[config.mk]
export PLATFORM = sky130hd
export DESIGN_NAME = gage_cmd_decoder
export DESIGN_NICKNAME = d
export VERILOG_FILES = /design/src/verilog/gage_cmd_pkg.sv /design/src/verilog/gage_channel_cal.sv /design/src/verilog/gage_cmd_decoder.sv
export SDC_FILE = /design/constraint.sdc
export NUM_CORES = 1
export LEC_CHECK = 0
export BUFFER_PORTS_ARGS = -buffer_cell sky130_fd_sc_hd__buf_2
export CAP_MARGIN = 20
export CELL_PAD_IN_SITES_DETAIL_PLACEMENT = 0
export CELL_PAD_IN_SITES_GLOBAL_PLACEMENT = 1
export CORE_MARGIN = 2
export CORE_UTILIZATION = 41
export DETAILED_ROUTE_END_ITERATION = 16
export PLACE_DENSITY_LB_ADDON = 0.08
export SKIP_LAST_GASP = 1
export SYNTH_ARGS = -nofsm -noshare
export SYNTH_HDL_FRONTEND = slang
export SYNTH_SLANG_ARGS = --single-unit
[constraint.sdc]
create_clock -name clk_sys -period 5.4 [get_ports clk_sys]
set_input_delay 0.54 -clock clk_sys [delete_from_list [all_inputs] [get_ports clk_sys]]
set_output_delay 0.54 -clock clk_sys [all_outputs]
set_load 0.005 [all_outputs]
[src/verilog/gage_cmd_pkg.sv]
// shared constants and carrier types for the sensor command decoder
package gage_cmd_pkg;
    // opcode bases (channel or group number is added)
    localparam logic [7:0] OP_READ_CHAN   = 8'h00; // 0..15
    localparam logic [7:0] OP_JUNC_TEMP   = 8'h40; // 64 + group
    localparam logic [7:0] OP_GROUP_LO    = 8'h58; // 88
    localparam logic [7:0] OP_GROUP_HI    = 8'h59; // 89
    localparam logic [7:0] OP_TARE        = 8'h70; // 112 + chan
    localparam logic [7:0] OP_CAL_READ    = 8'h80; // 128 + chan
    localparam logic [7:0] OP_ZERO        = 8'hb0; // 176 + chan
    localparam logic [7:0] OP_SPAN        = 8'hd0; // 208 + chan
    localparam logic [7:0] OP_CHAN_MASK   = 8'hf0; // base part of a channel opcode
    localparam logic [7:0] OP_GROUP_MASK  = 8'hfe; // base part of a group opcode
    // response lengths in bytes
    localparam logic [4:0] LEN_WORD       = 5'h02;
    localparam logic [4:0] LEN_GROUP      = 5'h10;
    localparam logic [4:0] LEN_CAL        = 5'h06;
    localparam int         CAL_BYTES      = 6;
    // reset values of calibration state
    localparam logic [15:0] RST_OFFSET    = 16'h0000;
    localparam logic [15:0] RST_SPAN      = 16'h0000;

    // one byte on the host byte port
    typedef struct packed {
        logic       valid;
        logic [7:0] data;
    } byte_s;

    // per-channel gage calibration, read back by the host with OP_CAL_READ
    typedef struct packed {
        logic [15:0] zero_ref;
        logic [15:0] span_load;
        logic [15:0] tare_offset;
    } gage_cal_s;
endpackage : gage_cmd_pkg

[src/verilog/gage_channel_cal.sv]
// calibration store for one gage channel
`timescale 1ns/1ps
module gage_channel_cal (
    // clock and reset
    input  wire logic                    clk_sys,
    input  wire logic                    rst_n,
    input  wire logic                    clk_en,
    // strobes from the decoder
    input  wire logic                    zero_stb,
    input  wire logic                    span_stb,
    input  wire logic                    tare_stb,
    input  wire logic [15:0]             span_value,
    // live channel input
    input  wire logic [15:0]             live_value,
    // stored state
    output gage_cmd_pkg::gage_cal_s      cal
);
    gage_cmd_pkg::gage_cal_s next_cal; // next calibration state

    // capture live input or host load on each strobe
    always_comb begin
        next_cal = cal;
        if (zero_stb) begin
            next_cal.zero_ref = live_value;
        end
        if (span_stb) begin
            next_cal.span_load = span_value;
        end
        if (tare_stb) begin
            next_cal.tare_offset = live_value;
        end
    end

    // register, frozen while clock enable is low
    always_ff @(posedge clk_sys or negedge rst_n) begin
        if (!rst_n) begin
            cal <= '{gage_cmd_pkg::RST_OFFSET, gage_cmd_pkg::RST_SPAN,
                     gage_cmd_pkg::RST_OFFSET};
        end else if (clk_en) begin
            cal <= next_cal;
        end
    end
endmodule : gage_channel_cal

[src/verilog/gage_cmd_decoder.sv]
// command decoder for the sensor readout byte port
`timescale 1ns/1ps
module gage_cmd_decoder #(
    parameter int NUM_CHAN = 16 // 8 or 16 channel model
) (
    // clock, reset, enable
    input  wire logic                   clk_sys,
    input  wire logic                   rst_n,
    input  wire logic                   clk_en,
    // command bytes from host
    input  gage_cmd_pkg::byte_s         cmd_in,
    output logic                        cmd_ready,
    // response bytes to host
    output gage_cmd_pkg::byte_s         rsp_out,
    input  wire logic                   rsp_ack,
    // acquisition side
    input  wire logic [NUM_CHAN*16-1:0] chan_values,
    input  wire logic [31:0]            junction_temps,
    output gage_cmd_pkg::gage_cal_s     cal_view
);
    typedef enum {IDLE, GET_SPAN_MSB, GET_SPAN_LSB, GET_TYPE, SEND} state_e;

    state_e      state;          // decoder state
    state_e      next_state;
    logic [3:0]  chan;           // addressed channel
    logic [3:0]  next_chan;
    logic        group;          // addressed group
    logic        next_group;
    logic [4:0]  remain;         // response bytes left
    logic [4:0]  next_remain;
    logic [4:0]  index;          // response byte index
    logic [4:0]  next_index;
    logic [7:0]  span_msb;       // held span high byte
    logic [7:0]  next_span_msb;
    logic [7:0]  type_code;      // sensor_type_code byte, accepted only
    logic [7:0]  next_type_code;
    logic [1:0]  kind;           // 0 chan,1 group,2 temp,3 cal
    logic [1:0]  next_kind;
    logic [7:0]  rsp_data;       // registered response byte
    logic [7:0]  next_rsp_data;
    logic [NUM_CHAN-1:0] zero_stb, span_stb, tare_stb;
    logic [15:0] span_word;
    gage_cmd_pkg::gage_cal_s cal_all [NUM_CHAN];
    logic [7:0]  op;
    logic        take;

    assign op        = cmd_in.data;
    assign cmd_ready = (state != SEND);
    assign take      = cmd_in.valid && cmd_ready;
    assign span_word = {span_msb, op};
    assign rsp_out   = '{(state == SEND), rsp_data};
    assign cal_view  = cal_all[chan];

    // one calibration store per channel
    genvar g;
    generate
        for (g = 0; g < NUM_CHAN; g++) begin : g_cal
            gage_channel_cal u_cal (
                .clk_sys    (clk_sys),
                .rst_n      (rst_n),
                .clk_en     (clk_en),
                .zero_stb   (zero_stb[g]),
                .span_stb   (span_stb[g]),
                .tare_stb   (tare_stb[g]),
                .span_value (span_word),
                .live_value (chan_values[g*16 +: 16]),
                .cal        (cal_all[g])
            );
        end
    endgenerate

    // byte selected for a given response index
    function automatic logic [7:0] pick(input logic [1:0] k, input logic [3:0] c,
                                        input logic gr, input logic [4:0] i);
        logic [3:0]  ch;
        logic [15:0] w;
        logic [47:0] cw;
        ch = c;
        if (k == 2'd1) begin
            ch = {gr, i[3:1]};
        end
        w = chan_values[ch*16 +: 16];
        if (k == 2'd2) begin
            w = junction_temps[gr*16 +: 16];
        end
        cw = cal_all[c];
        if (k == 2'd3) begin
            pick = cw[47 - i*8 -: 8];
        end else begin
            pick = i[0] ? w[7:0] : w[15:8];          // msb first
        end
    endfunction : pick

    // command decode and response sequencing
    always_comb begin
        next_state     = state;
        next_chan      = chan;
        next_group     = group;
        next_remain    = remain;
        next_index     = index;
        next_span_msb  = span_msb;
        next_type_code = type_code;
        next_kind      = kind;
        next_rsp_data  = rsp_data;
        zero_stb       = '0;
        span_stb       = '0;
        tare_stb       = '0;
        case (state)
            IDLE: begin
                if (take) begin
                    next_chan  = op[3:0];
                    next_group = op[0];
                    next_index = 5'h00;
                    if ((op & gage_cmd_pkg::OP_CHAN_MASK) == gage_cmd_pkg::OP_READ_CHAN
                        && op[3:0] < NUM_CHAN) begin
                        next_kind   = 2'd0;
                        next_remain = gage_cmd_pkg::LEN_WORD;
                        next_state  = SEND;
                        next_rsp_data = pick(2'd0, op[3:0], 1'b0, 5'h00);
                    end else if ((op == gage_cmd_pkg::OP_GROUP_LO) ||
                                 (op == gage_cmd_pkg::OP_GROUP_HI && NUM_CHAN > 8)) begin
                        next_kind   = 2'd1;
                        next_remain = gage_cmd_pkg::LEN_GROUP;
                        next_state  = SEND;
                        next_rsp_data = pick(2'd1, 4'h0, op[0], 5'h00);
                    end else if ((op & gage_cmd_pkg::OP_GROUP_MASK) == gage_cmd_pkg::OP_JUNC_TEMP
                                 && (!op[0] || NUM_CHAN > 8)) begin
                        next_kind   = 2'd2;
                        next_remain = gage_cmd_pkg::LEN_WORD;
                        next_state  = SEND;
                        next_rsp_data = pick(2'd2, 4'h0, op[0], 5'h00);
                    end else if (op[3:0] < NUM_CHAN) begin
                        // gage commands, channel in low nibble
                        case (op & gage_cmd_pkg::OP_CHAN_MASK)
                            gage_cmd_pkg::OP_TARE: tare_stb[op[3:0]] = 1'b1;
                            gage_cmd_pkg::OP_ZERO: zero_stb[op[3:0]] = 1'b1;
                            gage_cmd_pkg::OP_SPAN: next_state = GET_SPAN_MSB;
                            gage_cmd_pkg::OP_CAL_READ: next_state = GET_TYPE;
                            default: next_state = IDLE;  // unknown opcode ignored
                        endcase
                    end
                end
            end
            GET_SPAN_MSB: begin
                if (take) begin
                    next_span_msb = op;
                    next_state    = GET_SPAN_LSB;
                end
            end
            GET_SPAN_LSB: begin
                if (take) begin
                    span_stb[chan] = 1'b1;
                    next_state     = IDLE;
                end
            end
            GET_TYPE: begin
                if (take) begin
                    next_type_code = op;
                    next_kind      = 2'd3;
                    next_remain    = gage_cmd_pkg::LEN_CAL;
                    next_state     = SEND;
                    next_rsp_data  = pick(2'd3, chan, 1'b0, 5'h00);
                end
            end
            SEND: begin
                // hold each byte until the host takes it
                if (rsp_ack) begin
                    next_index  = index + 5'h01;
                    next_remain = remain - 5'h01;
                    if (remain == 5'h01) begin
                        next_state = IDLE;
                    end else begin
                        // bytes remain, so fetch the byte at the next index; after the last one rsp_data keeps its value
                        next_rsp_data = pick(kind, chan, group, index + 5'h01);
                    end
                end
            end
            default: next_state = IDLE;
        endcase
    end

    // register decoder state
    always_ff @(posedge clk_sys or negedge rst_n) begin
        if (!rst_n) begin
            state     <= IDLE;
            chan      <= 4'h0;
            group     <= 1'b0;
            remain    <= 5'h00;
            index     <= 5'h00;
            span_msb  <= 8'h00;
            type_code <= 8'h00;
            kind      <= 2'd0;
            rsp_data  <= 8'h00;
        end else if (clk_en) begin
            state     <= next_state;
            chan      <= next_chan;
            group     <= next_group;
            remain    <= next_remain;
            index     <= next_index;
            span_msb  <= next_span_msb;
            type_code <= next_type_code;
            kind      <= next_kind;
            rsp_data  <= next_rsp_data;
        end
    end
endmodule : gage_cmd_decoder

# Word-level counts from Yosys, hierarchy flattened
# Index checks and enable logic that the tools add are counted.
classes:
  n_addsub: 3
  multipliers: 0
  div: 0
  magnitude_cmp: 5
  eq_ne: 26
  shifts: 6
  muxes: 67
  bitwise: 1
  n_reduce_logical: 65
ops:
  columns: ["operator", "n"]
  rows:
  - ["variable part select 256 x 9 -> 16 bit", 3]
  - ["two-way mux 32 bit", 9]
  - ["two-way mux 16 bit", 15]
  - ["binary-select mux 48 bit (select 4 bit)", 1]
  - ["case mux 32 bit (5 select lines)", 1]
  - ["two-way mux 48 bit", 2]
  - ["case mux 32 bit (3 select lines)", 1]
  - ["AND reduction 2 bit", 48]
  - ["two-way mux 8 bit", 9]
  - ["equality test 32 x 2 -> 1 bit, second input constant", 2]
  - ["variable part select 32 x 6 -> 16 bit", 2]
  - ["variable part select 55 x 33 -> 8 bit", 1]
  - ["two-way mux 5 bit", 8]
  - ["equality test 32 x 1 -> 1 bit, second input constant", 1]
  - ["equality test 32 x 3 -> 1 bit, second input constant", 1]
  - ["equality test 32 x 4 -> 1 bit, second input constant", 1]
  - ["logical NOT 32 bit", 1]
  - ["two-way mux 4 bit", 8]
  - ["inequality test 32 x 4 -> 1 bit, second input constant", 1]
  - ["case mux 8 bit (3 select lines)", 1]
  - ["equality test 8 x 7 -> 1 bit, second input constant", 2]
  - ["case mux 5 bit (3 select lines)", 1]
  - ["inequality test 2 bit, second input constant", 7]
  - ["equality test 4 bit, second input constant", 3]
  - ["other kinds (31)", 44]
word_totals:
  reg_bits: 833
  latchBits: 0
  mem_bits_rw: 0
  romBits: 0
  wordCells: 229
  memories: 0

# Depth between registers and ports, before layout
# Gate-level depths: netlist of run 1.
logic_depth:
  word_depth: 12
  ltp_mapped: 14

# Modules after synthesis
# Synthesis of run 1 repeated with hierarchy kept, for this count alone.
hier_totals:
  hier_cells: 3162
  area_unflattened_um2: 42839.8
modules_own_cells:
  columns: ["mod", "instances", "cells_each", "area_per_inst_um2", "seq_area_each_um2"]
  rows:
  - ["gage_channel_cal", 16, 102, 1794.2, 1201.2]
  - ["gage_cmd_decoder", 1, 1530, 14132.3, 875.8]

# Least setup slack after synthesis of run 1
# OpenSTA, ideal clock, no wires.
synth_timing:
  path_kind: "reg2reg"
  start: "register index[1]"
  end: "register rsp_data[6]"
  setup_ns: 0.141
  t_arrival_ns: 2.622
  required_ns: 5.259
  slack_ns: 2.637
  stages_incl_launch_ff: 13
  path_cell_list: "dfrtp_1 ha_1 xor2_1 ha_1 clkbuf_1 clkbuf_1 clkbuf_1 nor2_1 a22oi_1 nand2_1 a21o_1 o31ai_1 a31oi_1"
synth_between:
  elab_chain_cells: 12
  elab_cells_between_ends: 14
  classes_between: "add/sub: 2; shift: 2; mux: 10"
synth_lines:
  columns: ["element", "line_no", "text"]
  rows:
  - ["from (decl)", "gage_cmd_decoder.sv:31", "logic [4:0] index;"]
  - ["from (signal assigned)", "gage_cmd_decoder.sv:199", "index <= next_index;"]
  - ["adder 5 x 1 -> 5 bit (*)", "gage_cmd_decoder.sv:174", "next_rsp_data = pick(kind, chan, group, index + 5'h01);"]
  - ["two-way mux 4 bit", "gage_cmd_decoder.sv:79", "if (k == 2'd1) begin"]
  - ["two-way mux 4 bit", "gage_cmd_decoder.sv:170", "if (remain == 5'h01) begin"]
  - ["two-way mux 4 bit", "gage_cmd_decoder.sv:167", "if (rsp_ack) begin"]
  - ["two-way mux 4 bit", "gage_cmd_decoder.sv:108", "case (state)"]
  - ["variable part select 256 x 9 -> 16 bit", "gage_cmd_decoder.sv:82", "w = chan_values[ch*16 +: 16];"]
  - ["two-way mux 16 bit", "gage_cmd_decoder.sv:83", "if (k == 2'd2) begin"]
  - ["two-way mux 8 bit", "gage_cmd_decoder.sv:90", "pick = i[0] ? w[7:0] : w[15:8];"]
  - ["two-way mux 8 bit (*)", "gage_cmd_decoder.sv:87", "if (k == 2'd3) begin"]
  - ["two-way mux 8 bit (*)", "gage_cmd_decoder.sv:170", null]
  - ["two-way mux 8 bit (*)", "gage_cmd_decoder.sv:167", null]
  - ["case mux 8 bit (3 select lines) (*)", "gage_cmd_decoder.sv:108", null]
  - ["to (signal assigned)", "gage_cmd_decoder.sv:203", "rsp_data <= next_rsp_data;"]
  - ["to (decl)", "gage_cmd_decoder.sv:39", "logic [7:0] rsp_data;"]
# Mark *: on every way between the ends. The rest lies on a longest branch, timed or not. The select of a mux whose other input is x is not followed.
# A chain may end at the register's enable or synchronous reset.

# Worst setup path in the final report of run 1
layout_timing:
  start: "register kind[0]"
  end: "register rsp_data[3]"
layout_between:
  elab_chain_cells: 12
  elab_cells_between_ends: 14
  classes_between: "eq/ne: 3; shift: 1; mux: 10"
layout_lines:
  columns: ["element", "line_no", "text"]
  rows:
  - ["from (decl)", "gage_cmd_decoder.sv:37", "logic [1:0] kind;"]
  - ["from (signal assigned)", "gage_cmd_decoder.sv:202", "kind <= next_kind;"]
  - ["equality test 2 x 1 -> 1 bit", "gage_cmd_decoder.sv:79", null]
  - ["two-way mux 4 bit", "gage_cmd_decoder.sv:79", null]
  - ["two-way mux 4 bit", "gage_cmd_decoder.sv:170", null]
  - ["two-way mux 4 bit", "gage_cmd_decoder.sv:167", null]
  - ["two-way mux 4 bit", "gage_cmd_decoder.sv:108", null]
  - ["variable part select 256 x 9 -> 16 bit", "gage_cmd_decoder.sv:82", null]
  - ["two-way mux 16 bit", "gage_cmd_decoder.sv:83", null]
  - ["two-way mux 8 bit", "gage_cmd_decoder.sv:90", null]
  - ["two-way mux 8 bit (*)", "gage_cmd_decoder.sv:87", null]
  - ["two-way mux 8 bit (*)", "gage_cmd_decoder.sv:170", null]
  - ["two-way mux 8 bit (*)", "gage_cmd_decoder.sv:167", null]
  - ["case mux 8 bit (3 select lines) (*)", "gage_cmd_decoder.sv:108", null]
# Marked as above.

==> impl_metrics.env, run 1 <==
export IMPL_path_class="reg -> reg"
export IMPL_clk_latency_ns=0.69
export IMPL_setup_slack_ns=0.800
export IMPL_num_io_pins=359
export IMPL_gr_total_overflow=0
export IMPL_grt_max_degree=129
export IMPL_grt_first_pass_wirelength_um=234000
export IMPL_syn_nets=3229
export IMPL_vdd_drop_max_uv=271
export IMPL_setup_viol=0
export IMPL_antenna_found_initial=26
export IMPL_netlist_area_um2=41400
export IMPL_leakagePower_nw=23.3
export IMPL_crit_required_ns=5.95
export IMPL_place_gp_congestion=0.894
export IMPL_cts_resized=0
export IMPL_viasPerCell=6.25
export IMPL_final_cells=4647
export IMPL_io_buffers=358
export IMPL_drc=0
export IMPL_fmax_mhz=217
export IMPL_layout_min_cycle_time_ns=4.60
export IMPL_drv_slew=0
export IMPL_postCtsSetupBuffers=0
export IMPL_syn_inst=2924
export IMPL_fp_dieArea_um2=103000
export IMPL_yosysUniqueCellTypes=79
export IMPL_drt_iter0_markers=2656
export IMPL_synthAdderAreaFrac=0.00145
export IMPL_hold_class="in -> reg"
export IMPL_yosysMostFrequentCell="dfrtp_1"
export IMPL_dp_slack_ns=0.932
export IMPL_critPathBufInv=1
export IMPL_final_layout_size_suffix_gt1_frac=0.463
export IMPL_cp_cell_sequence="nor2b_2 -> buf_4 -> mux2_2 -> nor2_1 -> nand3_1 -> nand3b_1 -> o311a_1 -> a21oi_1 -> a31oi_1"
export IMPL_worst_setup_path_end_kind="flip-flop"
export IMPL_synth_top_family_by_area="multiplexers"
export IMPL_core_area_um2=100000
export IMPL_cts_tree="yes"
export IMPL_cp_top_family="simple AND/OR/NAND/NOR gates"
export IMPL_finalClockSkew_ns=0.0232
export IMPL_dr_pass1_iters=7
export IMPL_worstMarginPinSlew_ns=1.22
export IMPL_cp_slowest_cell="nor2_1"
export IMPL_relSlewSlack=0.183
export IMPL_cts_hold_buf=1
export IMPL_clk_pin_slew_ns=0.06
export IMPL_dr_total_vias=29000
export IMPL_drv_cap=0
export IMPL_syn_avg_cell_area_um2=14.1
export IMPL_synthMuxAreaShare=0.388
export IMPL_antenna_left=0
export IMPL_grt_util_all_layers=0.321
export IMPL_outcome="completed"
export IMPL_synth_compound_area_frac=0.0495
export IMPL_rows=116
export IMPL_synthSimpleGateAreaFrac=0.0464
export IMPL_yosysWarnings=0
export IMPL_synth_top_cells_by_count="dfrtp_1 (803), mux2_2 (615), mux4_2 (267)"
export IMPL_cp_start_kind="flip-flop"
export IMPL_synth_area_leaders="dfrtp_1 (49%), mux2_2 (17%), mux4_2 (15%)"
export IMPL_syn_to_final_growth_pct=16.4
export IMPL_clockBufferDepth=3
export IMPL_synth_flop_cell="dfrtp_1"
export IMPL_numClockSinks=803
export IMPL_hold_violations=0
export IMPL_dp_cells=4469
export IMPL_finalSetupTns_ns=0
export IMPL_synth_xor_xnor_area_share=0.00206
export IMPL_async_flop_share=1.00
export IMPL_nets=3571
export IMPL_synth_edf_count=0
export IMPL_yosysTopAreaCellShare=0.486
export IMPL_cellPowerDensity_nw_per_um2=431
export IMPL_fin_crit_sh=0.852
export IMPL_synth_seq_cells=803
export IMPL_initial_core_util=0.414
export IMPL_power_mw=20.7
export IMPL_hpwl_um=118000
export IMPL_cts_buffers=91
export IMPL_yosysTopAreaCell="dfrtp_1"
export IMPL_cp_slowest_stage_delay_ns=1.04
export IMPL_final_cell_area_um2=48200
export IMPL_worstPathArrival_ns=5.15
export IMPL_die_h_um=322
export IMPL_placed_area_um2=44900
export IMPL_wl_um=165000
export IMPL_die_width_um=322
export IMPL_wl_per_cell_um=35.6
export IMPL_seq_area_frac_synth=0.486
export IMPL_root_buffer="clkbuf_16"
export IMPL_grt_pass1_vias=30600
export IMPL_rsz0062_at_grt="no"
export IMPL_worst_path_max_fanout=23
export IMPL_htree_num_levels=3
-- worst paths after layout --
kind	from	end	slack [ns]	cells after the start
setup reg to reg	kind[0]	rsp_data[3]	0.80	9
hold / removal	chan_values[214]	g_cal[13].u_cal.cal[38]	0.11	2
min in group asynchronous	rst_n	g_cal[0].u_cal.cal[45]	0.59	2
hold reg to reg	g_cal[10].u_cal.cal[9]	g_cal[10].u_cal.cal[9]	0.48	2
setup / recovery	kind[0]	rsp_data[3]	0.80	9
max in group asynchronous	rst_n	g_cal[5].u_cal.cal[34]	3.33	3
-- layout make-up --
type | count | area [µm²]
inverters | 15 | 56.3
clock buffers | 144 | 2790
multi-input cells | 1891 | 20300
fillers | 8820 | 51800
diodes | 5 | 12.5
flip-flops and latches | 803 | 20100
well taps | 1298 | 1620
clock inverters | 27 | 430
repair buffers | 464 | 2890
-- layout by cell type (no fill, tap or decap), types with 22 or more instances in the layout --
master / n
mux2_2: 615
mux2i_1: 84
clkbuf_8: 31
buf_2: 356
clkbuf_1: 22
a22oi_1: 80
clkbuf_16: 91
o21ai_0: 38
nand3_1: 34
nand2_1: 180
buf_4: 87
nor2_1: 78
dfrtp_1: 799
mux4_2: 267
a21oi_1: 61
mux2_1: 196
-- where the power goes --
part | internal [mW] | switching, mW
Combinational | 2.61 | 4.32
Clock | 3.94 | 2.65
Sequential | 6.55 | 0.674
-- registers in the layout, indices dropped and copies added (netlist names) --
register         cells
chan                 4
rsp_data             8
span_msb             8
kind                 2
remain               5
g_cal.u_cal.cal    768
index                5
state                3
-- per-stage QoR --
stage	utilization	hold slack, ns
6_report	0.482	0.110
5_1_grt	0.482	0.0881
4_1_cts	0.481	0.0701
3_5_place_dp	0.449	0.468
3_3_place_gp	0.447	0.456
2_1_floorplan	-	0.244
-- cell families (layout without fill, tap and decap cells) --
| logic type | count (synthesis) | in the layout |
|---|---|---|
| mux | 1166 | 1166 |
| flops | 803 | 803 |
| simple gates | 414 | 414 |
| compound gates | 298 | 298 |
| buf+inv | 230 | 650 |
| xor+xnor | 8 | 8 |
| fa+ha+maj | 5 | 5 |
| other cells | 0 | 5 |
-- layer usage --
layer	vias to the layer above	wire length, µm	global-route usage
li1	11800	-	-
met1	15600	65000	0.412
met2	1230	79300	0.524
met3	351	14300	0.0848
met4	28	6760	0.118
met5	-	172	0
No activity file was read; power rests on OpenSTA's default activity.
==> inputs of run 2 (changes only) <==
- CORE_ASPECT_RATIO: unset -> 2
- CORE_UTILIZATION: 41 -> 54
==> impl_metrics.env, run 2 (synthesis gave the netlist of run 1 again) <==
export IMPL_outcome="completed"
export IMPL_r2r_slack_ns=1.02
export IMPL_rows=143
export IMPL_cp_cell_sequence="buf_4 -> nor2b_2 -> buf_4 -> mux2i_2 -> nand2_1 -> nor3_1 -> a221oi_1 -> o311a_1 -> a21oi_1 -> a31oi_1"
export IMPL_die_width_um=200
export IMPL_fmax_mhz=228
export IMPL_drv_slew=0
export IMPL_initial_core_util=0.545
export IMPL_crit_required_ns=5.93
export IMPL_worstPathArrival_ns=4.91
export IMPL_vdd_drop_max_uv=330
export IMPL_worstMarginPinSlew_ns=1.30
export IMPL_hold_class="in -> reg"
export IMPL_timing_rr_end="rsp_data[3]"
export IMPL_worst_path_max_fanout=22
export IMPL_dr_total_vias=29700
export IMPL_largest_register_ffs=768
export IMPL_drv_cap=0
export IMPL_drc=0
export IMPL_leakagePower_nw=22.7
export IMPL_startpoint="kind[1]"
export IMPL_clk_pin_slew_ns=0.07
export IMPL_final_common_cell="dfrtp_1"
export IMPL_power_mw=19.1
export IMPL_clk_latency_ns=0.67
export IMPL_dr_pass1_iters=6
export IMPL_antenna_left=0
export IMPL_die_h_um=395
export IMPL_grt_first_pass_wirelength_um=224000
export IMPL_cp_start_kind="flip-flop"
export IMPL_relSlewSlack=0.129
export IMPL_reg2reg_depth=10
export IMPL_cp_slowest_stage_delay_ns=0.95
export IMPL_htree_num_levels=3
export IMPL_fp_dieArea_um2=79000
export IMPL_io_buffers=358
export IMPL_worst_setup_path_end_kind="flip-flop"
export IMPL_layout_common_cells="dfrtp_1 (799), mux2_2 (615), buf_2 (356), mux4_2 (267), mux2_1 (196)"
export IMPL_hold_violations=0
export IMPL_wl_per_cell_um=36.5
export IMPL_critPathCapture="rsp_data[3]"
export IMPL_grt_util_all_layers=0.406
export IMPL_core_area_um2=75900
export IMPL_cts_buffers=73
export IMPL_rsz0062_at_grt="no"
export IMPL_crit_top_cell="buf_4"
export IMPL_antenna_found_initial=27
export IMPL_hpwl_um=116000
export IMPL_place_gp_congestion=1.04
export IMPL_cts_tree="yes"
export IMPL_fin_crit_sh=0.812
export IMPL_grt_pass1_vias=31700
export IMPL_final_layout_size_suffix_gt1_frac=0.453
export IMPL_layout_min_cycle_time_ns=4.38
export IMPL_reg_top3="g_cal.u_cal.cal: 768 flops, rsp_data: 8 flops, span_msb: 8 flops"
export IMPL_numClockSinks=803
export IMPL_syn_to_final_growth_pct=12.9
export IMPL_grt_max_degree=141
export IMPL_cp_slowest_cell="nor3_1"
export IMPL_worstReg2RegStart="kind[1]"
export IMPL_gr_total_overflow=0
export IMPL_root_buffer="clkbuf_16"
export IMPL_cellPowerDensity_nw_per_um2=410
export IMPL_nets=3531
export IMPL_path_class="reg -> reg"
export IMPL_wl_um=157000
export IMPL_drt_iter0_markers=2866
export IMPL_finalClockSkew_ns=0.0185
export IMPL_num_io_pins=359
export IMPL_finalSetupTns_ns=0
export IMPL_setup_viol=0
export IMPL_regMostFlops="g_cal.u_cal.cal"
export IMPL_clockBufferDepth=3
export IMPL_viasPerCell=6.88
## run 2: cell count changes in the layout (fill, tap and decap cells not counted), sizes merged
| cell | before | now |
|---|---|---|
| clkbuf | 144 | 103 |
| buf | 463 | 441 |
| diode | 5 | 11 |
| bufinv | 8 | 5 |
| clkinvlp | 1 | 3 |
| inv | 17 | 19 |
## run 2: where the power goes
part / internal, mW / total, mW / switching [mW]
Sequential: 6.55 / 7.21 / 0.660
Combinational: 2.52 / 6.56 / 4.04
Clock: 2.96 / 5.38 / 2.42
## run 2: layout make-up
type	count	area, µm²
Multi-Input combinational cell	1891	20300
Inverter	15	56.3
Tap cell	1015	1270
Antenna cell	11	27.5
Timing Repair Buffer	442	2560
Sequential cell	803	20100
Clock buffer	103	2080
Fill cell	6094	29200
Clock inverter	28	329
## run 2: per-layer routing
metal	vias up	wire (µm)	global-route usage
li1	11700	-	-
met1	15500	53300	0.470
met2	1766	75500	0.652
met3	660	13500	0.0921
met4	34	14600	0.308
met5	-	195	0
## run 2: worst max-delay path: cells and delay by family (launching register included)
| kind | cells | cell delay (ns) |
|---|---|---|
| mux | 1 | 0.76 |
| simple gates | 3 | 1.39 |
| flops | 1 | 0.45 |
| compound gates | 4 | 1.00 |
| buf+inv | 2 | 0.61 |
## run 2: worst min path at each step
| stage | from | end | slack, ns | depth (start not counted) |
|---|---|---|---|---|
| 2_1_floorplan | rst_n | chan[0] | 0.24 | 0 |
| 3_3_place_gp | g_cal[3].u_cal.cal[41] | g_cal[3].u_cal.cal[41] | 0.46 | 2 |
| 3_5_place_dp | g_cal[14].u_cal.cal[42] | g_cal[14].u_cal.cal[42] | 0.47 | 1 |
| 4_1_cts | chan_values[50] | g_cal[3].u_cal.cal[34] | 0.11 | 2 |
| 5_1_grt | chan_values[50] | g_cal[3].u_cal.cal[34] | 0.13 | 2 |
| 6_report | chan_values[66] | g_cal[4].u_cal.cal[2] | 0.14 | 2 |
## run 2: repair_timing
action / in CTS / in global routing
hold endpoints to repair: 6 / 0
resized for setup: 0 / 0
buffers inserted: 0 / 0
hold buffers: 1 / 0
## run 2: per-stage QoR
stage | setup slack, ns | hold WS, ns | cells | util | area [µm²]
floorplan | 2.64 | 0.244 | 2924 | - | 41400
global placement | 1.26 | 0.457 | 4163 | 0.583 | 44200
detailed placement | 1.26 | 0.469 | 4165 | 0.583 | 44200
CTS | 1.14 | 0.111 | 4297 | 0.615 | 46700
global route | 1.09 | 0.130 | 4303 | 0.615 | 46700
finish | 1.02 | 0.136 | 4308 | 0.615 | 46700
